### src/reload_timer_pkg.sv
// Package for the four-channel 8-bit reload timer.
// Assumes a 32-bit AXI4-Lite register bus with byte addresses.
package reload_timer_pkg;
  localparam int          NUM_CH        = 4;
  localparam int          ADDR_W        = 8;
  localparam int          SYS_PRE_W     = 15;
  localparam int          SUB_PRE_W     = 8;
  // Register byte addresses
  localparam logic [7:0]  CTRL_BASE     = 8'h00;
  localparam logic [7:0]  COUNT_45_ADDR = 8'h10;
  localparam logic [7:0]  COUNT_67_ADDR = 8'h14;
  localparam logic [7:0]  RELOAD_45     = 8'h18;
  localparam logic [7:0]  RELOAD_67     = 8'h1c;
  localparam logic [7:0]  IRQ_STAT_ADDR = 8'h20;
  localparam logic [7:0]  IRQ_MASK_ADDR = 8'h24;
  // Control field positions
  localparam int          AUTO_RLD_BIT  = 7;
  localparam int          OVF_BIT       = 6;
  localparam int          OVERFLOW_IRQ_ENABLE_BIT      = 5;
  localparam int          CKS_MSB       = 2;
  localparam logic [1:0]  RSV_BITS      = 2'h3;
  localparam logic [2:0]  CKS_CASCADE   = 3'h7;
  // Reset values
  localparam logic [7:0]  COUNT_RESET   = 8'h00;
  localparam logic [7:0]  RELOAD_RESET  = 8'h00;
  localparam logic [3:0]  MASK_RESET    = 4'h0;
  // Divider exponents, indexed by clock-select code
  localparam int SYS_LOG2_EVEN [4] = '{15, 11, 7, 3};
  localparam int SYS_LOG2_ODD  [4] = '{13, 9, 5, 1};
  localparam int SUB_LOG2_EVEN [3] = '{8, 6, 3};
  localparam int SUB_LOG2_ODD  [3] = '{7, 5, 1};
  // Bus responses
  localparam logic [1:0]  RESP_OKAY     = 2'h0;
  localparam logic [1:0]  RESP_SLVERR   = 2'h2;
endpackage

### src/quad_reload_timer.sv
// Four-channel 8-bit up-counting reload timer with AXI4-Lite registers.
// Assumes sub_clk_i, ext_clk_i and hw_standby_i are asynchronous pins.
// Operation
// Control bit 7 picks interval counting (0) or auto reload (1).
// Counter roll from ff to 00 sets overflow flag, bit 6.
// Flag cleared by read-while-set then write zero; one ignored.
// Bit 5 enables the overflow interrupt request of the channel.
// Control bits 4 and 3 read as one, writes ignored.
// Channels 4,6 clocks: sys/32768,/2048,/128,/8, sub/256,/64,/8.
// Channels 5,7 clocks: sys/8192,/512,/32,/2, sub/128,/32,/2.
// Code 111 counts next channel overflow; channel 7 external edges.
// Counter is readable 8-bit up-counter, loaded only via reload.
// Pairs 4/5 and 6/7 share a word, lower channel upper byte.
// Counters clear on reset and in hardware standby.
// Writing reload value loads it into the counter too.
// Auto reload refills from reload register; period 1 to 256.
// Reload registers write-only, cleared on reset and standby.
// Interval style wraps to zero and keeps counting.
// Cascade runs on clock of least significant cascaded channel.
// Only the most significant cascaded channel sets its flag.
// Zero write clears flag only after it was read as set.
`timescale 1ns/1ps
module quad_reload_timer
  import reload_timer_pkg::*;
(
  input  wire logic                core_clk_i,
  input  wire logic                rst_b_i,
  input  wire logic                awvalid_i,
  output logic                     awready_o,
  input  wire logic [ADDR_W-1:0]   awaddr_i,
  input  wire logic                wvalid_i,
  output logic                     wready_o,
  input  wire logic [31:0]         wdata_i,
  input  wire logic [3:0]          wstrb_i,
  output logic                     bvalid_o,
  input  wire logic                bready_i,
  output logic [1:0]               bresp_o,
  input  wire logic                arvalid_i,
  output logic                     arready_o,
  input  wire logic [ADDR_W-1:0]   araddr_i,
  output logic                     rvalid_o,
  input  wire logic                rready_i,
  output logic [31:0]              rdata_o,
  output logic [1:0]               rresp_o,
  input  wire logic                sub_clk_i,
  input  wire logic                ext_clk_i,
  input  wire logic                hw_standby_i,
  output logic [NUM_CH-1:0]        overflow_irq_request_o,
  output logic                     irq_o
);
  if (SYS_PRE_W < 15 || SUB_PRE_W < 8 || NUM_CH != 4)
    $error("prescaler too short or channel count unsupported");

  logic [SYS_PRE_W-1:0]    sys_pre;
  logic [SUB_PRE_W-1:0]    sub_pre;
  logic [2:0]              sub_sync;
  logic [2:0]              ext_sync;
  logic [1:0]              stby_sync;
  logic                    standby;
  logic                    sub_edge;
  logic                    ext_edge;
  logic [3:0][7:0]         cnt;
  logic [3:0][7:0]         reload;
  logic [3:0][7:0]         new_reload;
  logic [3:0][2:0]         cks;
  logic [3:0]              auto_rld;
  logic [3:0]              ovf;
  logic [3:0]              overflow_irq_enable;
  logic [3:0]              ovf_armed;
  logic [3:0]              tick;
  logic [3:0]              ovf_ev;
  logic [3:0]              ovf_set_ev;
  logic [3:0]              casc;
  logic [3:0]              eff_auto_reload_select;
  logic [3:0][1:0]         top;
  logic [3:0]              load;
  logic [3:0]              reload_now;
  logic [3:0]              wr_rld;
  logic [3:0]              wr_ctrl;
  logic [3:0]              irq_stat;
  logic [3:0]              irq_mask;
  logic                    aw_held;
  logic                    w_held;
  logic [ADDR_W-1:0]       aw_addr;
  logic [31:0]             w_data;
  logic [3:0]              w_strb;
  logic                    do_write;
  logic                    wr_ok;
  logic [31:0]             rd_data_c;
  logic                    rd_ok;
  logic [ADDR_W-1:0]       wa;
  logic [ADDR_W-1:0]       ra;

  function automatic logic tap(input logic [SYS_PRE_W-1:0] pre,
                               input int k);
    logic [SYS_PRE_W-1:0] m;
    m = SYS_PRE_W'((32'd1 << k) - 32'd1);
    return (pre & m) == m;
  endfunction

  // Pin synchronisers; only the second stage onward feeds logic
  always_ff @(posedge core_clk_i)
    if (!rst_b_i)
    begin
      sub_sync  <= 3'h0;
      ext_sync  <= 3'h0;
      stby_sync <= 2'h0;
    end
    else
    begin
      sub_sync  <= {sub_sync[1:0], sub_clk_i};
      ext_sync  <= {ext_sync[1:0], ext_clk_i};
      stby_sync <= {stby_sync[0], hw_standby_i};
    end

  assign standby  = stby_sync[1];
  assign sub_edge = sub_sync[1] & ~sub_sync[2];
  assign ext_edge = ext_sync[1] & ~ext_sync[2];

  always_ff @(posedge core_clk_i)
    if (!rst_b_i)
      sys_pre <= '0;
    else
      sys_pre <= sys_pre + 1'b1;

  always_ff @(posedge core_clk_i)
    if (!rst_b_i)
      sub_pre <= '0;
    else if (sub_edge)
      sub_pre <= sub_pre + 1'b1;

  // Count sources, walked from channel 7 down to channel 4 so cascades ripple
  always_comb
  begin
    tick   = '0;
    ovf_ev = '0;
    for (int i = NUM_CH - 1; i >= 0; i--)
    begin
      case (cks[i])
        3'h0, 3'h1, 3'h2, 3'h3:
          tick[i] = tap(sys_pre, i[0] ? SYS_LOG2_ODD[cks[i][1:0]]
                                      : SYS_LOG2_EVEN[cks[i][1:0]]);
        3'h4, 3'h5, 3'h6:
          tick[i] = sub_edge && tap(SYS_PRE_W'(sub_pre),
                      i[0] ? SUB_LOG2_ODD[cks[i][1:0]]
                           : SUB_LOG2_EVEN[cks[i][1:0]]);
        default:
          tick[i] = (i == NUM_CH - 1) ? ext_edge
                                      : ovf_ev[(i + 1) % NUM_CH];
      endcase
      ovf_ev[i] = tick[i] && (cnt[i] == 8'hff) && !standby;
    end
  end

  // Chain structure: top is the most significant member of a chain
  always_comb
  begin
    casc       = '0;
    eff_auto_reload_select   = '0;
    top        = '0;
    ovf_set_ev = '0;
    reload_now = '0;
    for (int i = 0; i < NUM_CH; i++)
    begin
      casc[i] = (i < NUM_CH - 1) && (cks[i] == CKS_CASCADE);
      if (i > 0 && casc[i-1])
      begin
        top[i]      = top[i-1];
        eff_auto_reload_select[i] = eff_auto_reload_select[i-1];
      end
      else
      begin
        top[i]      = 2'(i);
        eff_auto_reload_select[i] = auto_rld[i];
      end
      ovf_set_ev[i] = ovf_ev[i] && !(i > 0 && casc[i-1]);
    end
    for (int i = 0; i < NUM_CH; i++)
      reload_now[i] = eff_auto_reload_select[i] && ovf_ev[top[i]];
  end

  // Reload write reaches the whole chain at once
  always_comb
  begin
    load       = '0;
    new_reload = reload;
    for (int i = 0; i < NUM_CH; i++)
    begin
      if (wr_rld[i])
        new_reload[i] = i[0] ? w_data[7:0] : w_data[15:8];
      for (int j = 0; j < NUM_CH; j++)
        if (wr_rld[j] && top[j] == top[i])
          load[i] = 1'b1;
    end
  end

  // Write beats may arrive in either order; hold each until both
  assign awready_o = !aw_held && !bvalid_o;
  assign wready_o  = !w_held && !bvalid_o;
  assign do_write  = aw_held && w_held && !bvalid_o;
  assign wa        = {aw_addr[ADDR_W-1:2], 2'h0};
  assign ra        = {araddr_i[ADDR_W-1:2], 2'h0};

  always_ff @(posedge core_clk_i)
    if (!rst_b_i)
    begin
      aw_held <= 1'b0;
      aw_addr <= '0;
    end
    else if (awvalid_i && awready_o)
    begin
      aw_held <= 1'b1;
      aw_addr <= awaddr_i;
    end
    else if (do_write)
      aw_held <= 1'b0;

  always_ff @(posedge core_clk_i)
    if (!rst_b_i)
    begin
      w_held <= 1'b0;
      w_data <= '0;
      w_strb <= '0;
    end
    else if (wvalid_i && wready_o)
    begin
      w_held <= 1'b1;
      w_data <= wdata_i;
      w_strb <= wstrb_i;
    end
    else if (do_write)
      w_held <= 1'b0;

  always_comb
  begin
    wr_ctrl = '0;
    wr_rld  = '0;
    for (int i = 0; i < NUM_CH; i++)
    begin
      wr_ctrl[i] = do_write && w_strb[0]
                   && wa == CTRL_BASE + ADDR_W'(4 * i);
      wr_rld[i]  = do_write && w_strb[i[0] ? 0 : 1]
                   && wa == (i < 2 ? RELOAD_45 : RELOAD_67);
    end
    wr_ok = (wa[7:4] == CTRL_BASE[7:4]) || wa == COUNT_45_ADDR
            || wa == COUNT_67_ADDR || wa == RELOAD_45
            || wa == RELOAD_67 || wa == IRQ_STAT_ADDR
            || wa == IRQ_MASK_ADDR;
  end

  always_ff @(posedge core_clk_i)
    if (!rst_b_i)
    begin
      bvalid_o <= 1'b0;
      bresp_o  <= RESP_OKAY;
    end
    else if (do_write)
    begin
      bvalid_o <= 1'b1;
      bresp_o  <= wr_ok ? RESP_OKAY : RESP_SLVERR;
    end
    else if (bready_i)
      bvalid_o <= 1'b0;

  // Read mux; counters are read-only, reload registers read zero
  always_comb
  begin
    rd_data_c = '0;
    rd_ok     = 1'b1;
    if (ra[7:4] == CTRL_BASE[7:4])
      rd_data_c[7:0] = {auto_rld[ra[3:2]], ovf[ra[3:2]],
                        overflow_irq_enable[ra[3:2]], RSV_BITS, cks[ra[3:2]]};
    else if (ra == COUNT_45_ADDR)
      rd_data_c[15:0] = {cnt[0], cnt[1]};
    else if (ra == COUNT_67_ADDR)
      rd_data_c[15:0] = {cnt[2], cnt[3]};
    else if (ra == IRQ_STAT_ADDR)
      rd_data_c[3:0] = irq_stat;
    else if (ra == IRQ_MASK_ADDR)
      rd_data_c[3:0] = irq_mask;
    else if (ra != RELOAD_45 && ra != RELOAD_67)
      rd_ok = 1'b0;
  end

  assign arready_o = !rvalid_o;

  always_ff @(posedge core_clk_i)
    if (!rst_b_i)
    begin
      rvalid_o <= 1'b0;
      rdata_o  <= '0;
      rresp_o  <= RESP_OKAY;
    end
    else if (arvalid_i && arready_o)
    begin
      rvalid_o <= 1'b1;
      rdata_o  <= rd_data_c;
      rresp_o  <= rd_ok ? RESP_OKAY : RESP_SLVERR;
    end
    else if (rready_i)
      rvalid_o <= 1'b0;

  // Arm on a read that saw the flag set; any control write disarms
  always_ff @(posedge core_clk_i)
    if (!rst_b_i)
      ovf_armed <= '0;
    else
      for (int i = 0; i < NUM_CH; i++)
        if (wr_ctrl[i])
          ovf_armed[i] <= 1'b0;
        else if (arvalid_i && arready_o && ovf[i]
                 && ra == CTRL_BASE + ADDR_W'(4 * i))
          ovf_armed[i] <= 1'b1;

  always_ff @(posedge core_clk_i)
    if (!rst_b_i)
    begin
      auto_rld <= '0;
      overflow_irq_enable     <= '0;
      cks      <= '0;
    end
    else
      for (int i = 0; i < NUM_CH; i++)
        if (wr_ctrl[i])
        begin
          auto_rld[i] <= w_data[AUTO_RLD_BIT];
          overflow_irq_enable[i]     <= w_data[OVERFLOW_IRQ_ENABLE_BIT];
          cks[i]      <= w_data[CKS_MSB:0];
        end

  // Set beats clear; writing one never sets
  always_ff @(posedge core_clk_i)
    if (!rst_b_i)
      ovf <= '0;
    else
      for (int i = 0; i < NUM_CH; i++)
        if (ovf_set_ev[i])
          ovf[i] <= 1'b1;
        else if (wr_ctrl[i] && !w_data[OVF_BIT] && ovf_armed[i])
          ovf[i] <= 1'b0;

  always_ff @(posedge core_clk_i)
    if (!rst_b_i || standby)
      reload <= {NUM_CH{RELOAD_RESET}};
    else
      reload <= new_reload;

  // A reload write wins over a count or automatic reload
  always_ff @(posedge core_clk_i)
    if (!rst_b_i || standby)
      cnt <= {NUM_CH{COUNT_RESET}};
    else
      for (int i = 0; i < NUM_CH; i++)
        if (load[i])
          cnt[i] <= new_reload[i];
        else if (reload_now[i])
          cnt[i] <= reload[i];
        else if (tick[i])
          cnt[i] <= cnt[i] + 8'h01;

  always_ff @(posedge core_clk_i)
    if (!rst_b_i)
      irq_mask <= MASK_RESET;
    else if (do_write && w_strb[0] && wa == IRQ_MASK_ADDR)
      irq_mask <= w_data[3:0];

  always_ff @(posedge core_clk_i)
    if (!rst_b_i)
      irq_stat <= '0;
    else
    begin
      if (do_write && w_strb[0] && wa == IRQ_STAT_ADDR)
        irq_stat <= (irq_stat & ~w_data[3:0]) | ovf_set_ev;
      else
        irq_stat <= irq_stat | ovf_set_ev;
    end

  assign overflow_irq_request_o = ovf & overflow_irq_enable;
  assign irq_o                  = |(irq_stat & irq_mask);
endmodule

### config.mk
export PLATFORM = sky130hd
export DESIGN_NAME = quad_reload_timer
export DESIGN_NICKNAME = d
export VERILOG_FILES = /design/src/reload_timer_pkg.sv /design/src/quad_reload_timer.sv
export SDC_FILE = /design/constraint.sdc
export NUM_CORES = 1
export LEC_CHECK = 0
export BUFFER_PORTS_ARGS = -buffer_cell sky130_fd_sc_hd__buf_2
export CAP_MARGIN = 20
export CELL_PAD_IN_SITES_DETAIL_PLACEMENT = 1
export CELL_PAD_IN_SITES_GLOBAL_PLACEMENT = 1
export CORE_MARGIN = 2
export CORE_UTILIZATION = 46
export CTS_BUF_LIST = sky130_fd_sc_hd__clkbuf_8
export CTS_CLUSTER_DIAMETER = 30
export CTS_CLUSTER_SIZE = 16
export DETAILED_ROUTE_END_ITERATION = 12
export GPL_ROUTABILITY_DRIVEN = 0
export PLACE_DENSITY_LB_ADDON = 0.05
export SLEW_MARGIN = 20
export SYNTH_ARGS = -nofsm -noshare
export SYNTH_HDL_FRONTEND = slang
export SYNTH_SLANG_ARGS = --single-unit
export TNS_END_PERCENT = 5
### constraint.sdc
create_clock -name core_clk_i -period 3.8 [get_ports core_clk_i]
set_input_delay 0.19 -clock core_clk_i [delete_from_list [all_inputs] [get_ports core_clk_i]]
set_output_delay 0.19 -clock core_clk_i [all_outputs]
set_load 0.02 [all_outputs]
* Word level (Yosys, flattened, before mapping)
Index checks and enable logic that the tools add are counted.
** Operators by class
- Add/subtract/negate cells :: 14
- Magnitude comparators :: 8
- Eq/ne operators :: 63
- Shifts and indexed selects :: 8
- Muxes and demuxes :: 111
- Bitwise gates (word level) :: 23
- Reductions and logical operators :: 120
** Operator list (count)
- binary-select mux 32 bit (select 2 bit) :: 8
- 2-to-1 mux 32 bit :: 16
- left shift 1 x 32 -> 15 bit (first input constant) :: 8
- 2-to-1 mux 8 bit :: 18
- == test 15 bit :: 8
- subtractor 15 x 1 -> 15 bit (second input constant) :: 8
- logical AND 1 bit :: 67
- AND 15 bit :: 4
- AND 8 x 15 -> 15 bit :: 4
- 2-to-1 mux 1 bit :: 47
- == test 3 bit (second input constant) :: 15
- adder 8 x 1 -> 8 bit (second input constant) :: 5
- == test 6 x 3 -> 1 bit (second input constant) :: 6
- == test 8 bit (second input constant) :: 4
- == test 3 x 2 -> 1 bit (second input constant) :: 8
- == test 6 x 2 -> 1 bit (second input constant) :: 4
- == test 6 x 4 -> 1 bit (second input constant) :: 4
- OR reduction 4 bit :: 5
- zero test 8 bit :: 2
- 2-to-1 mux 16 bit :: 1
- 2-to-1 mux 4 bit :: 4
- nonzero test 2 bit :: 8
- adder 15 x 1 -> 15 bit (second input constant) :: 1
- AND 4 bit :: 3
- 25 further kinds :: 89
** Word-level totals
- Flip-flop bits (word level) :: 181
- Input port bits :: 62
- Output and inout port bits :: 46

* Longest topological paths before layout
Gate-level depths: netlist (run 1).
- Word-level depth :: 26
- Gate-level depth with buffers :: 12
- Mapped depth without buffers :: 11

* Worst setup path after synthesis (run 1)
OpenSTA, ideal clock, no wires.
- Path kind :: register -> register
- Start point :: register cks[6] (netlist bit)
- End point :: register cnt[4] (netlist bit)
- Setup time :: 142 ps
- Arrival time :: 2804 ps
- Required time :: 3658 ps
- Path slack :: 854 ps
- Stages on the path, launching flop included :: 12
- Buffers on the path :: 0
- Period minus slack after synthesis :: 2946 ps
- Cell sequence :: dfxtp_1 -> inv_1 -> ha_1 -> and3b_1 -> or4b_1 -> a2111o_1 -> a31oi_4 -> o21ai_2 -> a21boi_4 -> nand2_1 -> a211oi_1 -> a2111oi_2
** Between the ends
- Longest elaborated chain between the ends :: 21
- Elaborated cells on any way between the ends :: 43
** RTL lines
- start: declaration :: line quad_reload_timer.sv:65 : logic [3:0][2:0] cks;
- start signal: indexed assignment :: line quad_reload_timer.sv:328 : cks[i] <= w_data[CKS_MSB:0];
- inverter 2 -> 3 bit (implied by the code) :: line quad_reload_timer.sv:142, quad_reload_timer.sv:146
- binary-select mux 32 bit (select 2 bit) :: line quad_reload_timer.sv:146 : : SUB_LOG2_EVEN[cks[i][1:0]]);
- 2-to-1 mux 32 bit (implied by the code) (2 in a row) :: line quad_reload_timer.sv:146
- left shift 1 x 32 -> 15 bit :: line quad_reload_timer.sv:97 : m = SYS_PRE_W'((32'd1 << k) - 32'd1);
- subtractor 15 x 1 -> 15 bit :: line quad_reload_timer.sv:97
- AND 8 x 15 -> 15 bit :: line quad_reload_timer.sv:98 : return (pre & m) == m;
- == test 15 bit :: line quad_reload_timer.sv:98
- logical AND 1 bit :: line quad_reload_timer.sv:144 : tick[i] = sub_edge && tap(SYS_PRE_W'(sub_pre),
- case mux 1 bit (2 select lines) :: line quad_reload_timer.sv:139 : case (cks[i])
- logical AND 1 bit (2 in a row) :: line quad_reload_timer.sv:151 : ovf_ev[i] = tick[i] && (cnt[i] == 8'hff) && !standby;
- case mux 1 bit (2 select lines) :: line quad_reload_timer.sv:139
- logical AND 1 bit (2 in a row) :: line quad_reload_timer.sv:151
- case mux 1 bit (2 select lines) :: line quad_reload_timer.sv:139
- logical AND 1 bit (2 in a row) :: line quad_reload_timer.sv:151
- logical AND 1 bit :: line quad_reload_timer.sv:179 : reload_now[i] = eff_auto_reload_select[i] && ovf_ev[top[i]];
- 2-to-1 mux 8 bit :: line quad_reload_timer.sv:356 : else if (reload_now[i])
- 2-to-1 mux 8 bit :: line quad_reload_timer.sv:354 : if (load[i])
- end signal: indexed assignment :: line quad_reload_timer.sv:355 : cnt[i] <= new_reload[i];
- end signal: indexed assignment :: line quad_reload_timer.sv:357 : cnt[i] <= reload[i];
- end signal: indexed assignment :: line quad_reload_timer.sv:359 : cnt[i] <= cnt[i] + 8'h01;
- end: declaration :: line quad_reload_timer.sv:62 : logic [3:0][7:0] cnt;
Parallel ways exist; a longest one is shown, timed or not. The select of a mux whose other input is x is not followed.
A chain may end at the register's enable or synchronous reset.

* Worst setup path after layout (run 1)
- Start point :: register cks[6] (netlist bit)
- End point :: register cnt[21] (netlist bit)
** Between the ends
- Longest elaborated chain between the ends :: 23
- Elaborated cells on any way between the ends :: 45
** RTL lines (line)
- inverter 2 -> 3 bit (implied by the code) :: quad_reload_timer.sv:142, quad_reload_timer.sv:146
- binary-select mux 32 bit (select 2 bit) :: quad_reload_timer.sv:146
- 2-to-1 mux 32 bit (implied by the code) (2 in a row) :: quad_reload_timer.sv:146
- left shift 1 x 32 -> 15 bit :: quad_reload_timer.sv:97
- subtractor 15 x 1 -> 15 bit :: quad_reload_timer.sv:97
- AND 8 x 15 -> 15 bit :: quad_reload_timer.sv:98
- == test 15 bit :: quad_reload_timer.sv:98
- logical AND 1 bit :: quad_reload_timer.sv:144
- [... 4 more ...]
- logical AND 1 bit (2 in a row) :: quad_reload_timer.sv:151
- case mux 1 bit (2 select lines) :: quad_reload_timer.sv:139
- logical AND 1 bit (2 in a row) :: quad_reload_timer.sv:151
- binary-select mux 1 bit (select 2 bit) :: quad_reload_timer.sv:179
- 2-to-1 mux 1 bit (implied by the code) :: quad_reload_timer.sv:179
- logical AND 1 bit :: quad_reload_timer.sv:179
- 2-to-1 mux 8 bit :: quad_reload_timer.sv:356
- 2-to-1 mux 8 bit :: quad_reload_timer.sv:354
Parallel ways exist; a longest one is shown, timed or not. The select of a mux whose other input is x is not followed.

==> impl_metrics.yaml, run 1 <==
run_status:
  outcome: "finished, final reports clean"
placement:
  port_buffers: 67
  hpwlAfterDp_mm: 19.64
timing:
  final_hold_viol_count: 0
  fin_skew_ns: 0.01614
  worst_pin_slew_ns: 0.9867
  finalSetupTns_ns: 0
  period_share_pct: 91.56
  max_freq_mhz: 287.4
  finalMaxSlewViolations: 0
  grt_setup_unrepaired: "false"
  layout_min_cycle_time_ns: 3.479
  setup_viol: 0
  slew_headroom_pct: 33.61
setup_path:
  r2r_end: "cnt[21]"
  crit_path_max_incr_delay_ns: 0.49
  r2r_cells: 11
  worstSetupPathType: "flip-flop to flip-flop"
  crit_family: "compound AO/OA/AOI/OAI gates"
  crit_path_cell_trace: "inv_1 > ha_1 > and3b_1 > or4b_1 > a2111o_1 > a31oi_4 > a311oi_1 > o21ai_1 > o211ai_1 > a21oi_1 > nor2_1"
  slowest_stage: "o21ai_1"
  worstSetupEndpointType: "flip-flop"
  cp_num_buf_inv: 1
  cp-start-kind: "flip-flop"
  rrSetupSlack_ns: 0.32
  cp_data_required_time_ns: 4.16
  worstPathArrival_ns: 3.83
  timing.rr.start: "cks[6]"
  crit_fanout: 8
grt:
  grt_pass1_vias: 8084
  grt-ovfl-total: 0
  grt_usage_pct: 26.28
  antenna_found_initial: 0
  grt_pass1_wl_mm: 44.57
  grt_max_degree: 114
synth:
  yosys.area_share.simple_pct: 23.85
  syn_avg_cell_area_um2: 8.503
  synth_top_family_by_area: "simple AND/OR/NAND/NOR gates"
  syn-cell-area_mm2: 0.009209
  synth_fa_ha_area_share_pct: 2.717
  ys_async_sr_fraction_pct: 0
  synth_mux_area_share_pct: 7.514
  synth_edf_count: 0
  synth-xor-area-share_pct: 3.424
  yosysWarnings: 0
  synthCells: 1083
  yosysUniqueCellTypes: 74
  yosys_most_used_dff: "dfxtp_1"
  synth_compound_area_share_pct: 19.50
  seq_area_frac_synth_pct: 38.48
  ys_ff_latch: 177
floorplanning:
  placementRows: 51
  fp.dieH_um: 145.5
  die_w_um: 145.5
  start_util_pct: 47.16
  ios: 108
  core_area_mm2: 0.01953
  die_area_mm2: 0.02117
clocking:
  ctsResizeCount: 0
  path_clk_slew_ns: 0.10
  numCtsBuffers: 17
  cts.sinks: 177
  cts_root_buf: "clkbuf_8"
  clockBufferDepth: 2
  tritoncts: "built"
  h-tree-depth: 4
  cts_setup_buffers: 0
  insertion_delay_ns: 0.47
  cts_hold_buf: 30
final_layout:
  final_nets: 1244
  layout-drive-gt1-share_pct: 13.62
  diodes: 0
  syn_to_final_growth_pct: 13.27
  final_cell_mix: "dfxtp_1 (177), nand2_1 (163), buf_2 (67)"
  fin_util_pct: 53.42
  final_common_cell: "dfxtp_1"
drt:
  routedWlPerCell_um: 19.21
  drc_errors: 0
  met3_length_mm: 1.174
  wl_met2_mm: 13.29
  antenna_left: 0
  via_count: 8219
  drtIter0Drc: 365
  wl_met1_mm: 12.57
  firstDrtPassIters: 5
  top_layer: "met4"
  via_per_inst: 5.708
  wl_mm: 27.66
hold_path:
  holdPathStages: 3
  hold_end: "rresp_o[1]"
  hold_start: "araddr_i[4]"
  worstHoldPathType: "input pin to flip-flop"
run:
  cap_violations: 0
power_and_ir_drop:
  pwr_density_cell_mw_per_mm2: 339.1
  ir_worst_vdd_mv: 0.2394
  leakagePower_nw: 4.041
## metal layers
metal,up-vias,track usage [%]
met5,-,0
met4,0,7.402
met3,42,5.204
met2,199,44.12
met1,4007,34.50
li1,3971,-
## how the worst max path moves through the flow
stage                      start      end  slack, ns  cells past startpoint
final                     cks[6]  cnt[21]       0.32                     11
after global routing      cks[6]  cnt[28]      0.003                     12
after CTS                 cks[6]  cnt[29]       0.30                     11
after detailed placement  cks[6]  cnt[29]       0.35                     11
after global placement    cks[7]  cnt[12]       0.43                     11
after floorplan           cks[6]   cnt[4]       0.85                     11
## per-stage QoR
step	hold WS (ns)	setup slack, ns	cells	total power (W)	instance area [um^2]
2_1_floorplan	0.3173	0.8541	1100	0.002137	9273
3_3_place_gp	0.3966	0.4345	1378	0.002222	9737
3_5_place_dp	0.4031	0.3489	1378	0.002227	9737
4_1_cts	0.02227	0.2956	1440	0.003576	10430
5_1_grt	0.05038	0.002582	1440	0.003676	10430
6_report	0.05611	0.3209	1440	0.003537	10430
## logic make-up (layout without fill, tap and decap cells)
logic type,after synthesis,count (layout)
XOR/XNOR,36,36
adder cells (fa/ha/maj),20,20
flip-flops,177,177
multiplexers,60,60
other,1,18
AND/OR/NAND/NOR,442,442
buffers and inverters,91,166
AO/OA/AOI/OAI,256,256
## cell usage after synthesis, drive strengths merged, types with 16 or more instances
library cell,count,area [um^2]
dfxtp,177,3543
nand2,163,611.8
a21oi,63,315.3
nor2,62,232.7
clkbuf,50,187.7
a21boi,45,349.1
o21ai,45,240.2
mux2i,41,410.4
and2,39,245.2
nand3,39,195.2
nor2b,35,219.0
inv,21,78.83
buf,20,146.4
ha,20,250.2
nor3,20,100.1
xor2,19,166.4
xnor2,17,148.9
a221oi,16,163.9
## where the power goes
part	switching, W	total [W]	leakage (nW)	internal [W]
sequential	0.0000539	0.00194	1.43	0.00189
clock	0.000769	0.00133	0.189	0.000559
combinational	0.000161	0.000265	2.42	0.000105
total	0.000984	0.00354	4.04	0.00255
## worst register-to-register path, stage by stage (launching register included)
cell	delay [ns]
dfxtp_1	0.48
inv_1	0.13
ha_1	0.25
and3b_1	0.26
or4b_1	0.45
a2111o_1	0.37
a31oi_4	0.32
a311oi_1	0.22
o21ai_1	0.49
o211ai_1	0.16
a21oi_1	0.18
nor2_1	0.07
## state kept, by name, summed over array words and instances, names as in the netlist, 2 cells and up
signal               cells
irq_mask                 4
sub_pre                  8
ovf                      4
stby_sync                2
rdata_o                 16
overflow_irq_enable      4
w_data                  16
reload                  32
irq_stat                 4
ovf_armed                4
aw_addr                  6
sub_sync                 3
cks                     12
auto_rld                 4
cnt                     32
sys_pre                 15
ext_sync                 3
w_strb                   2
## area by class of cell
class | instances | area, um^2
clock buffer | 18 | 247.7
clock inverter | 14 | 146.4
fill | 2369 | 9095
inverter | 21 | 78.83
multi-input combinational | 832 | 5328
sequential | 177 | 3543
tap | 265 | 331.6
timing repair buffer | 113 | 755.7
Note: power is estimated with default switching activity, not from simulation.
==> inputs of run 2 (changes only) <==
--- a/config.mk
+++ b/config.mk
@@ -5,12 +5,13 @@
 export SDC_FILE = /design/constraint.sdc
 export NUM_CORES = 1
 export LEC_CHECK = 0
-export BUFFER_PORTS_ARGS = -buffer_cell sky130_fd_sc_hd__buf_2
+export ABC_AREA = 1
+export BUFFER_PORTS_ARGS = -buffer_cell sky130_fd_sc_hd__clkbuf_2
 export CAP_MARGIN = 20
 export CELL_PAD_IN_SITES_DETAIL_PLACEMENT = 1
 export CELL_PAD_IN_SITES_GLOBAL_PLACEMENT = 1
 export CORE_MARGIN = 2
-export CORE_UTILIZATION = 46
+export CORE_UTILIZATION = 44
 export CTS_BUF_LIST = sky130_fd_sc_hd__clkbuf_8
 export CTS_CLUSTER_DIAMETER = 30
 export CTS_CLUSTER_SIZE = 16
==> run 2 against run 1 <==
  * Global-route usage rose by 0.25 points
  * Sequential power barely moved
  * Area after synthesis fell by 1.7%
  * Flip-flop and latch count did not move
  * Sequential share of layout area rose by 0.83 points
  * Critical path type unchanged
  * Critical endpoint is now cnt[14]
  * Largest power group unchanged
==> impl_metrics.yaml, run 2 <==
run_status:
  outcome: "finished, final reports clean"
clocking:
  numCtsBuffers: 17
  cts_root_buf: "clkbuf_8"
  insertion_delay_ns: 0.48
  cts_setup_buffers: 0
  h-tree-depth: 4
  cts.sinks: 177
  clockBufferDepth: 2
  tritoncts: "built"
  path_clk_slew_ns: 0.10
setup_path:
  cp_num_buf_inv: 2
  cpMostUsedCell: "nand2_2"
  slowest_stage: "dfxtp_1"
  crit_path_cell_trace: "inv_1 > ha_1 > nor2_1 > o41ai_1 > a31oi_1 > nand2_2 > nand3_2 > nand2_2 > nand2_2 > nand2_1 > or2_2 > nand3_1 > inv_1"
  worstSetupEndpointType: "flip-flop"
  cp-start-kind: "flip-flop"
  crit_path_max_incr_delay_ns: 0.49
  worstPathArrival_ns: 3.50
  crit_fanout: 16
  cp_data_required_time_ns: 4.18
  crit_family: "simple AND/OR/NAND/NOR gates"
  worstSetupPathType: "flip-flop to flip-flop"
synth:
  syn_avg_cell_area_um2: 7.004
  synth_edf_count: 0
  yosysMostFrequentCell: "nand2_1"
  synth_top_cells_by_area: "dfxtp_1 (39%), nand2_1 (8.9%), o21ai_0 (7.1%), inv_1 (6.8%), nor2_1 (6.3%)"
  ys_async_sr_fraction_pct: 0
  synth_commonest_cells: "nand2_1 (214), dfxtp_1 (177), inv_1 (165), nor2_1 (151), o21ai_0 (129)"
  ys_ff_latch: 177
  yosysUniqueCellTypes: 53
  yosysTopAreaCell: "dfxtp_1"
  netlist.area_leader.share_pct: 39.16
  synthCells: 1292
  syn-cell-area_mm2: 0.009049
  yosys_most_used_dff: "dfxtp_1"
  seq_area_frac_synth_pct: 39.16
  yosysWarnings: 0
drt:
  wl_mm: 28.12
  firstDrtPassIters: 5
  antenna_left: 0
  via_count: 8767
  drtIter0Drc: 508
  via_per_inst: 5.307
  top_layer: "met4"
  wl_met1_mm: 14.15
  drc_errors: 0
  routedWlPerCell_um: 17.02
  met3_length_mm: 1.375
  wl_met2_mm: 12.28
final_layout:
  layout-drive-gt1-share_pct: 11.94
  fillCellCount: 2685
  final_cell_mix: "nand2_1 (214), dfxtp_1 (177), inv_1 (166)"
  syn_to_final_growth_pct: 12.53
  final_nets: 1452
  final_common_cell: "nand2_1"
  diodes: 0
  reg_top3: "cnt: 32 flops, reload: 32 flops"
timing:
  fin_hold_ws_ns: 0.001190
  period_share_pct: 82.00
  finalMaxSlewViolations: 0
  worst_pin_slew_ns: 0.9696
  fin_skew_ns: 0.01257
  grt_setup_unrepaired: "false"
  max_freq_mhz: 320.9
  layout_min_cycle_time_ns: 3.116
  slew_headroom_pct: 35.20
  final_hold_viol_count: 0
  setup_viol: 0
  finalSetupTns_ns: 0
grt:
  grt-ovfl-total: 0
  antenna_found_initial: 0
  grt_pass1_vias: 8433
  grt_pass1_wl_mm: 45.53
  grt_usage_pct: 26.53
  grt_max_degree: 73
power_and_ir_drop:
  p_int_w: 0.002615
  p_sw_w: 0.0009492
  clkPwrFrac_pct: 38.2
  combPwrFrac_pct: 7.6
  pwr_density_cell_mw_per_mm2: 350.0
  netSwitchingFraction_pct: 26.63
  ir_worst_vdd_mv: 0.1833
  leakagePower_nw: 4.548
  p_seq_share_pct: 54.2
placement:
  port_buffers: 67
  hpwlAfterDp_mm: 20.77
floorplanning:
  die_w_um: 147.4
  fp.dieH_um: 147.4
  ios: 108
  core_area_mm2: 0.02023
  die_area_mm2: 0.02173
  placementRows: 52
  start_util_pct: 44.72
run:
  cap_violations: 0
hold_path:
  worstHoldPathType: "input pin to flip-flop"
[run 2: cell types whose count changed in the layout (fill, tap and decap cells not counted), sizes merged, moves of 47 or more]
cell    change
nand2      +63
inv       +150
o21ai      +94
clkbuf     +69
a21oi      +47
buf        -70
nor2       +98
[run 2: timing repair]
item	in CTS	in global routing
gates resized for setup	0	0
hold buffers	19	0
hold endpoints to repair	19	0
[run 2: tightest hold or removal path: stages]
cell and delay [ns]:
clkbuf_2 0.07, o21ai_0 0.07, a21oi_1 0.11
[run 2: path summary, 6_finish.rpt]
kind	cells past startpoint	from	slack, ns	end
max	13	cks[1]	0.68	cnt[14]
min reg2reg	2	ext_sync[0]	0.42	ext_sync[1]
min	3	wstrb_i[1]	0.001	w_strb[1]
max reg2reg	13	cks[1]	0.68	cnt[14]
[run 2: stage by stage]
stage,utilization (%),std cells,total power [W],area [um^2],setup slack (ns)
3_5_place_dp,47.38,1602,0.002228,9588,0.7063
6_report,50.32,1652,0.003564,10180,0.6842
2_1_floorplan,-,1309,0.002138,9112,1.424
3_3_place_gp,47.38,1602,0.002221,9588,0.7937
5_1_grt,50.32,1652,0.003713,10180,0.3744
4_1_cts,50.32,1652,0.003599,10180,0.6947
[run 2: cell type report]
type | instances | area [um^2] | share of cell area [%]
inverter | 175 | 656.9 | 6.451
timing repair buffer | 99 | 623.1 | 6.119
multi-input combinational | 900 | 4617 | 45.34
tap | 270 | 337.8 | 3.318
clock inverter | 11 | 128.9 | 1.266
sequential | 177 | 3543 | 34.80
clock buffer | 20 | 275.3 | 2.703
[run 2: layer usage]
metal  vias up  global-route usage (%)
met5         -                       0
met4         0                   6.490
met3        24                   3.611
met2       214                   41.29
met1      4159                   39.03
li1       4370                       -
[run 2: cells by family (layout without fill, tap and decap cells)]
kind of cell	after synthesis	count (layout)	share of synthesized area [%]
multiplexers	2	2	0.2212
adder cells (fa/ha/maj)	20	20	2.765
AO/OA/AOI/OAI	320	320	20.16
other	1	18	0.04144
XOR/XNOR	23	23	2.226
flip-flops	177	177	39.16
buffers and inverters	232	305	10.52
AND/OR/NAND/NOR	517	517	24.90
[run 2: power by group through the flow]
| stage | clock (W) | sequential [W] | combinational, W |
|---|---|---|---|
| after floorplan | 0 | 0.00197 | 0.000168 |
| after global placement | 0 | 0.00197 | 0.000250 |
| after detailed placement | 0 | 0.00197 | 0.000254 |
| after CTS | 0.00140 | 0.00193 | 0.000272 |
| after global routing | 0.00147 | 0.00194 | 0.000303 |
| final | 0.00136 | 0.00193 | 0.000270 |
==> inputs of run 3 (changes only) <==
--- a/config.mk
+++ b/config.mk
@@ -5,13 +5,13 @@
 export SDC_FILE = /design/constraint.sdc
 export NUM_CORES = 1
 export LEC_CHECK = 0
-export ABC_AREA = 1
+export ABC_AREA = 0
 export BUFFER_PORTS_ARGS = -buffer_cell sky130_fd_sc_hd__clkbuf_2
 export CAP_MARGIN = 20
 export CELL_PAD_IN_SITES_DETAIL_PLACEMENT = 1
 export CELL_PAD_IN_SITES_GLOBAL_PLACEMENT = 1
 export CORE_MARGIN = 2
-export CORE_UTILIZATION = 44
+export CORE_UTILIZATION = 46
 export CTS_BUF_LIST = sky130_fd_sc_hd__clkbuf_8
 export CTS_CLUSTER_DIAMETER = 30
 export CTS_CLUSTER_SIZE = 16
==> constraint.sdc (replaced) <==
create_clock -name core_clk_i -period 3.25 [get_ports core_clk_i]
set_input_delay 0.1625 -clock core_clk_i [delete_from_list [all_inputs] [get_ports core_clk_i]]
set_output_delay 0.1625 -clock core_clk_i [all_outputs]
set_load 0.02 [all_outputs]
==> run 3 against run 2 <==
  * Wire length grew 0.87%
  * Total power is 18% higher
  * Count of clock-buffer cells in the layout shrank 3
  * Register-to-register slack worse by 0.65 ns
  * First-iteration DRC count shrank 4.9%
  * Die area decreased by 2.6%
  * Utilization grew 5.3 points
  * Maximum frequency fell by 3.0%
  * Via count is 4.1% lower
  * Design area grew 6.6%
  * Flip-flop and latch count is the same
  * Combinational power is 18% higher
  * Critical endpoint is now cnt[29]
  * Largest cell class unchanged
==> impl_metrics.yaml, run 3 (synthesized netlist as in run 1, its figures left out) <==
final_layout:
  reg_top3: "cnt: 32 flops, reload: 32 flops"
  final_cell_mix: "dfxtp_1 (175), nand2_1 (163), clkbuf_2 (66)"
  syn_to_final_growth_pct: 17.85
  final_common_cell: "dfxtp_1"
  diodes: 0
  layout-drive-gt1-share_pct: 17.73
  fillCellCount: 2351
  postLayoutCellArea_mm2: 0.01085
  finalNonFillerCells: 1483
  regArea_mm2: 0.003546
  multiInputGateArea_mm2: 0.005380
  final_nets: 1288
run_status:
  outcome: "finished, final reports clean"
placement:
  place_inst: 1413
  port_buffers: 67
  hpwlAfterDp_mm: 20.43
  placed_area_mm2: 0.01000
power_and_ir_drop:
  ir_worst_vdd_mv: 0.4121
  leakagePower_nw: 4.284
  pwr_density_cell_mw_per_mm2: 387.1
floorplanning:
  start_util_pct: 47.16
  fp.dieH_um: 145.5
  die_area_mm2: 0.02117
  placementRows: 51
  ios: 108
  core_area_mm2: 0.01953
  die_w_um: 145.5
timing:
  grt_setup_unrepaired: "true"
  finalMaxSlewViolations: 0
  setup_viol: 0
  final_hold_viol_count: 0
  worst_pin_slew_ns: 0.9649
  layout_min_cycle_time_ns: 3.212
  slew_headroom_pct: 35.68
  period_share_pct: 98.84
  fin_skew_ns: 0.01474
  max_freq_mhz: 311.3
setup_path:
  crit_fanout: 8
  slowest_stage: "or4b_4"
  worstPathArrival_ns: 3.59
  cp_num_buf_inv: 1
  worstSetupPathType: "flip-flop to flip-flop"
  rrSetupSlack_ns: 0.04
  r2r_end: "cnt[29]"
  crit_family: "compound AO/OA/AOI/OAI gates"
  cp-start-kind: "flip-flop"
  cp_data_required_time_ns: 3.63
  crit_path_max_incr_delay_ns: 0.47
  worstSetupEndpointType: "flip-flop"
  r2r_cells: 10
  timing.rr.start: "cks[7]"
  crit_path_cell_trace: "ha_2 > and3b_2 > or4b_4 > a2111o_1 > a31oi_4 > a311oi_2 > o211ai_2 > buf_6 > nor2_1 > a2111oi_1"
grt:
  grt_usage_pct: 26.78
  grt_max_degree: 64
  grt-ovfl-total: 0
  grt_pass1_wl_mm: 45.33
  antenna_found_initial: 0
  grt_pass1_vias: 8495
hold_path:
  hold_end: "rresp_o[1]"
  worstHoldPathType: "input pin to flip-flop"
  holdPathStages: 3
  hold_start: "araddr_i[4]"
run:
  cap_violations: 0
drt:
  via_count: 8410
  wl_met1_mm: 12.80
  top_layer: "met4"
  antenna_left: 0
  wl_mm: 28.37
  drtIter0Drc: 483
  drc_errors: 0
  met3_length_mm: 1.030
  routedWlPerCell_um: 19.13
  via_per_inst: 5.671
  firstDrtPassIters: 4
  wl_met2_mm: 13.89
clocking:
  h-tree-depth: 4
  insertion_delay_ns: 0.49
  clockBufferDepth: 2
  cts.sinks: 177
  path_clk_slew_ns: 0.10
  cts_root_buf: "clkbuf_8"
  numCtsBuffers: 17
  tritoncts: "built"
[run 3: cell count changes in the layout (fill, tap and decap cells not counted), sizes merged, moves of 44 or more]
| cell | previous run | this run |
|---|---|---|
| a21boi | 0 | 45 |
| a21oi | 110 | 63 |
| buf | 13 | 60 |
| inv | 178 | 29 |
| nand2 | 226 | 163 |
| nand3 | 83 | 39 |
| nor2 | 160 | 62 |
| o21ai | 139 | 45 |
[run 3: where the power goes]
part           leakage (nW)  total (W)  internal (W)  switching (W)
registers              1.43    0.00227       0.00221      0.0000615
clock network         0.200    0.00161      0.000708       0.000905
logic                  2.65   0.000318      0.000125       0.000193
total                  4.28    0.00420       0.00304        0.00116
[run 3: how the worst max path moves through the flow]
| stage | cells past startpoint | slack, ns | to | startpoint |
|---|---|---|---|---|
| floorplan | 11 | 0.30 | cnt[4] | cks[6] |
| global placement | 11 | 0.13 | cnt[12] | cks[7] |
| detailed placement | 11 | 0.06 | cnt[4] | cks[6] |
| CTS | 11 | 0.06 | cnt[20] | cks[6] |
| global route | 11 | -0.06 | cnt[10] | cks[7] |
| finish | 10 | 0.04 | cnt[29] | cks[7] |
[run 3: cell type report]
cell class	count	area share (%)
clock buffer	17	2.156
clock inverter	14	1.568
inverter	21	0.7263
multi-input combinational	832	49.57
sequential	177	32.67
tap	265	3.055
timing repair buffer	157	10.25
[run 3: per-layer routing]
| metal | track usage [%] | vias up |
|---|---|---|
| li1 | - | 4056 |
| met1 | 34.62 | 4153 |
| met2 | 45.88 | 163 |
| met3 | 4.263 | 38 |
| met4 | 8.627 | 0 |
| met5 | 0 | - |
[run 3: tightest hold or removal path, delay by kind of cell]
family          cells  cell delay [ns]
compound gates      2             0.19
buf+inv             1             0.11
[run 3: repair_timing]
action | in CTS | in global routing
endpoints found under the hold margin | 30 | 0
setup buffers | 0 | 8
setup endpoints to repair | 0 | 22
resized for setup | 0 | 20
hold buffers | 31 | 0
[run 3: through the flow]
step                      util (%)  power [W]  TNS, ns  setup WS (ns)  hold slack, ns
final                        55.58   0.004201        0        0.03770        0.007986
after global routing         55.58   0.004350  -0.3049       -0.06275         0.02991
after CTS                    54.87   0.004240        0        0.06119        0.005631
after detailed placement     51.21   0.002609        0        0.06093          0.3739
after global placement       51.21   0.002601        0         0.1317          0.3687
after floorplan                  -   0.002499        0         0.3041          0.2898
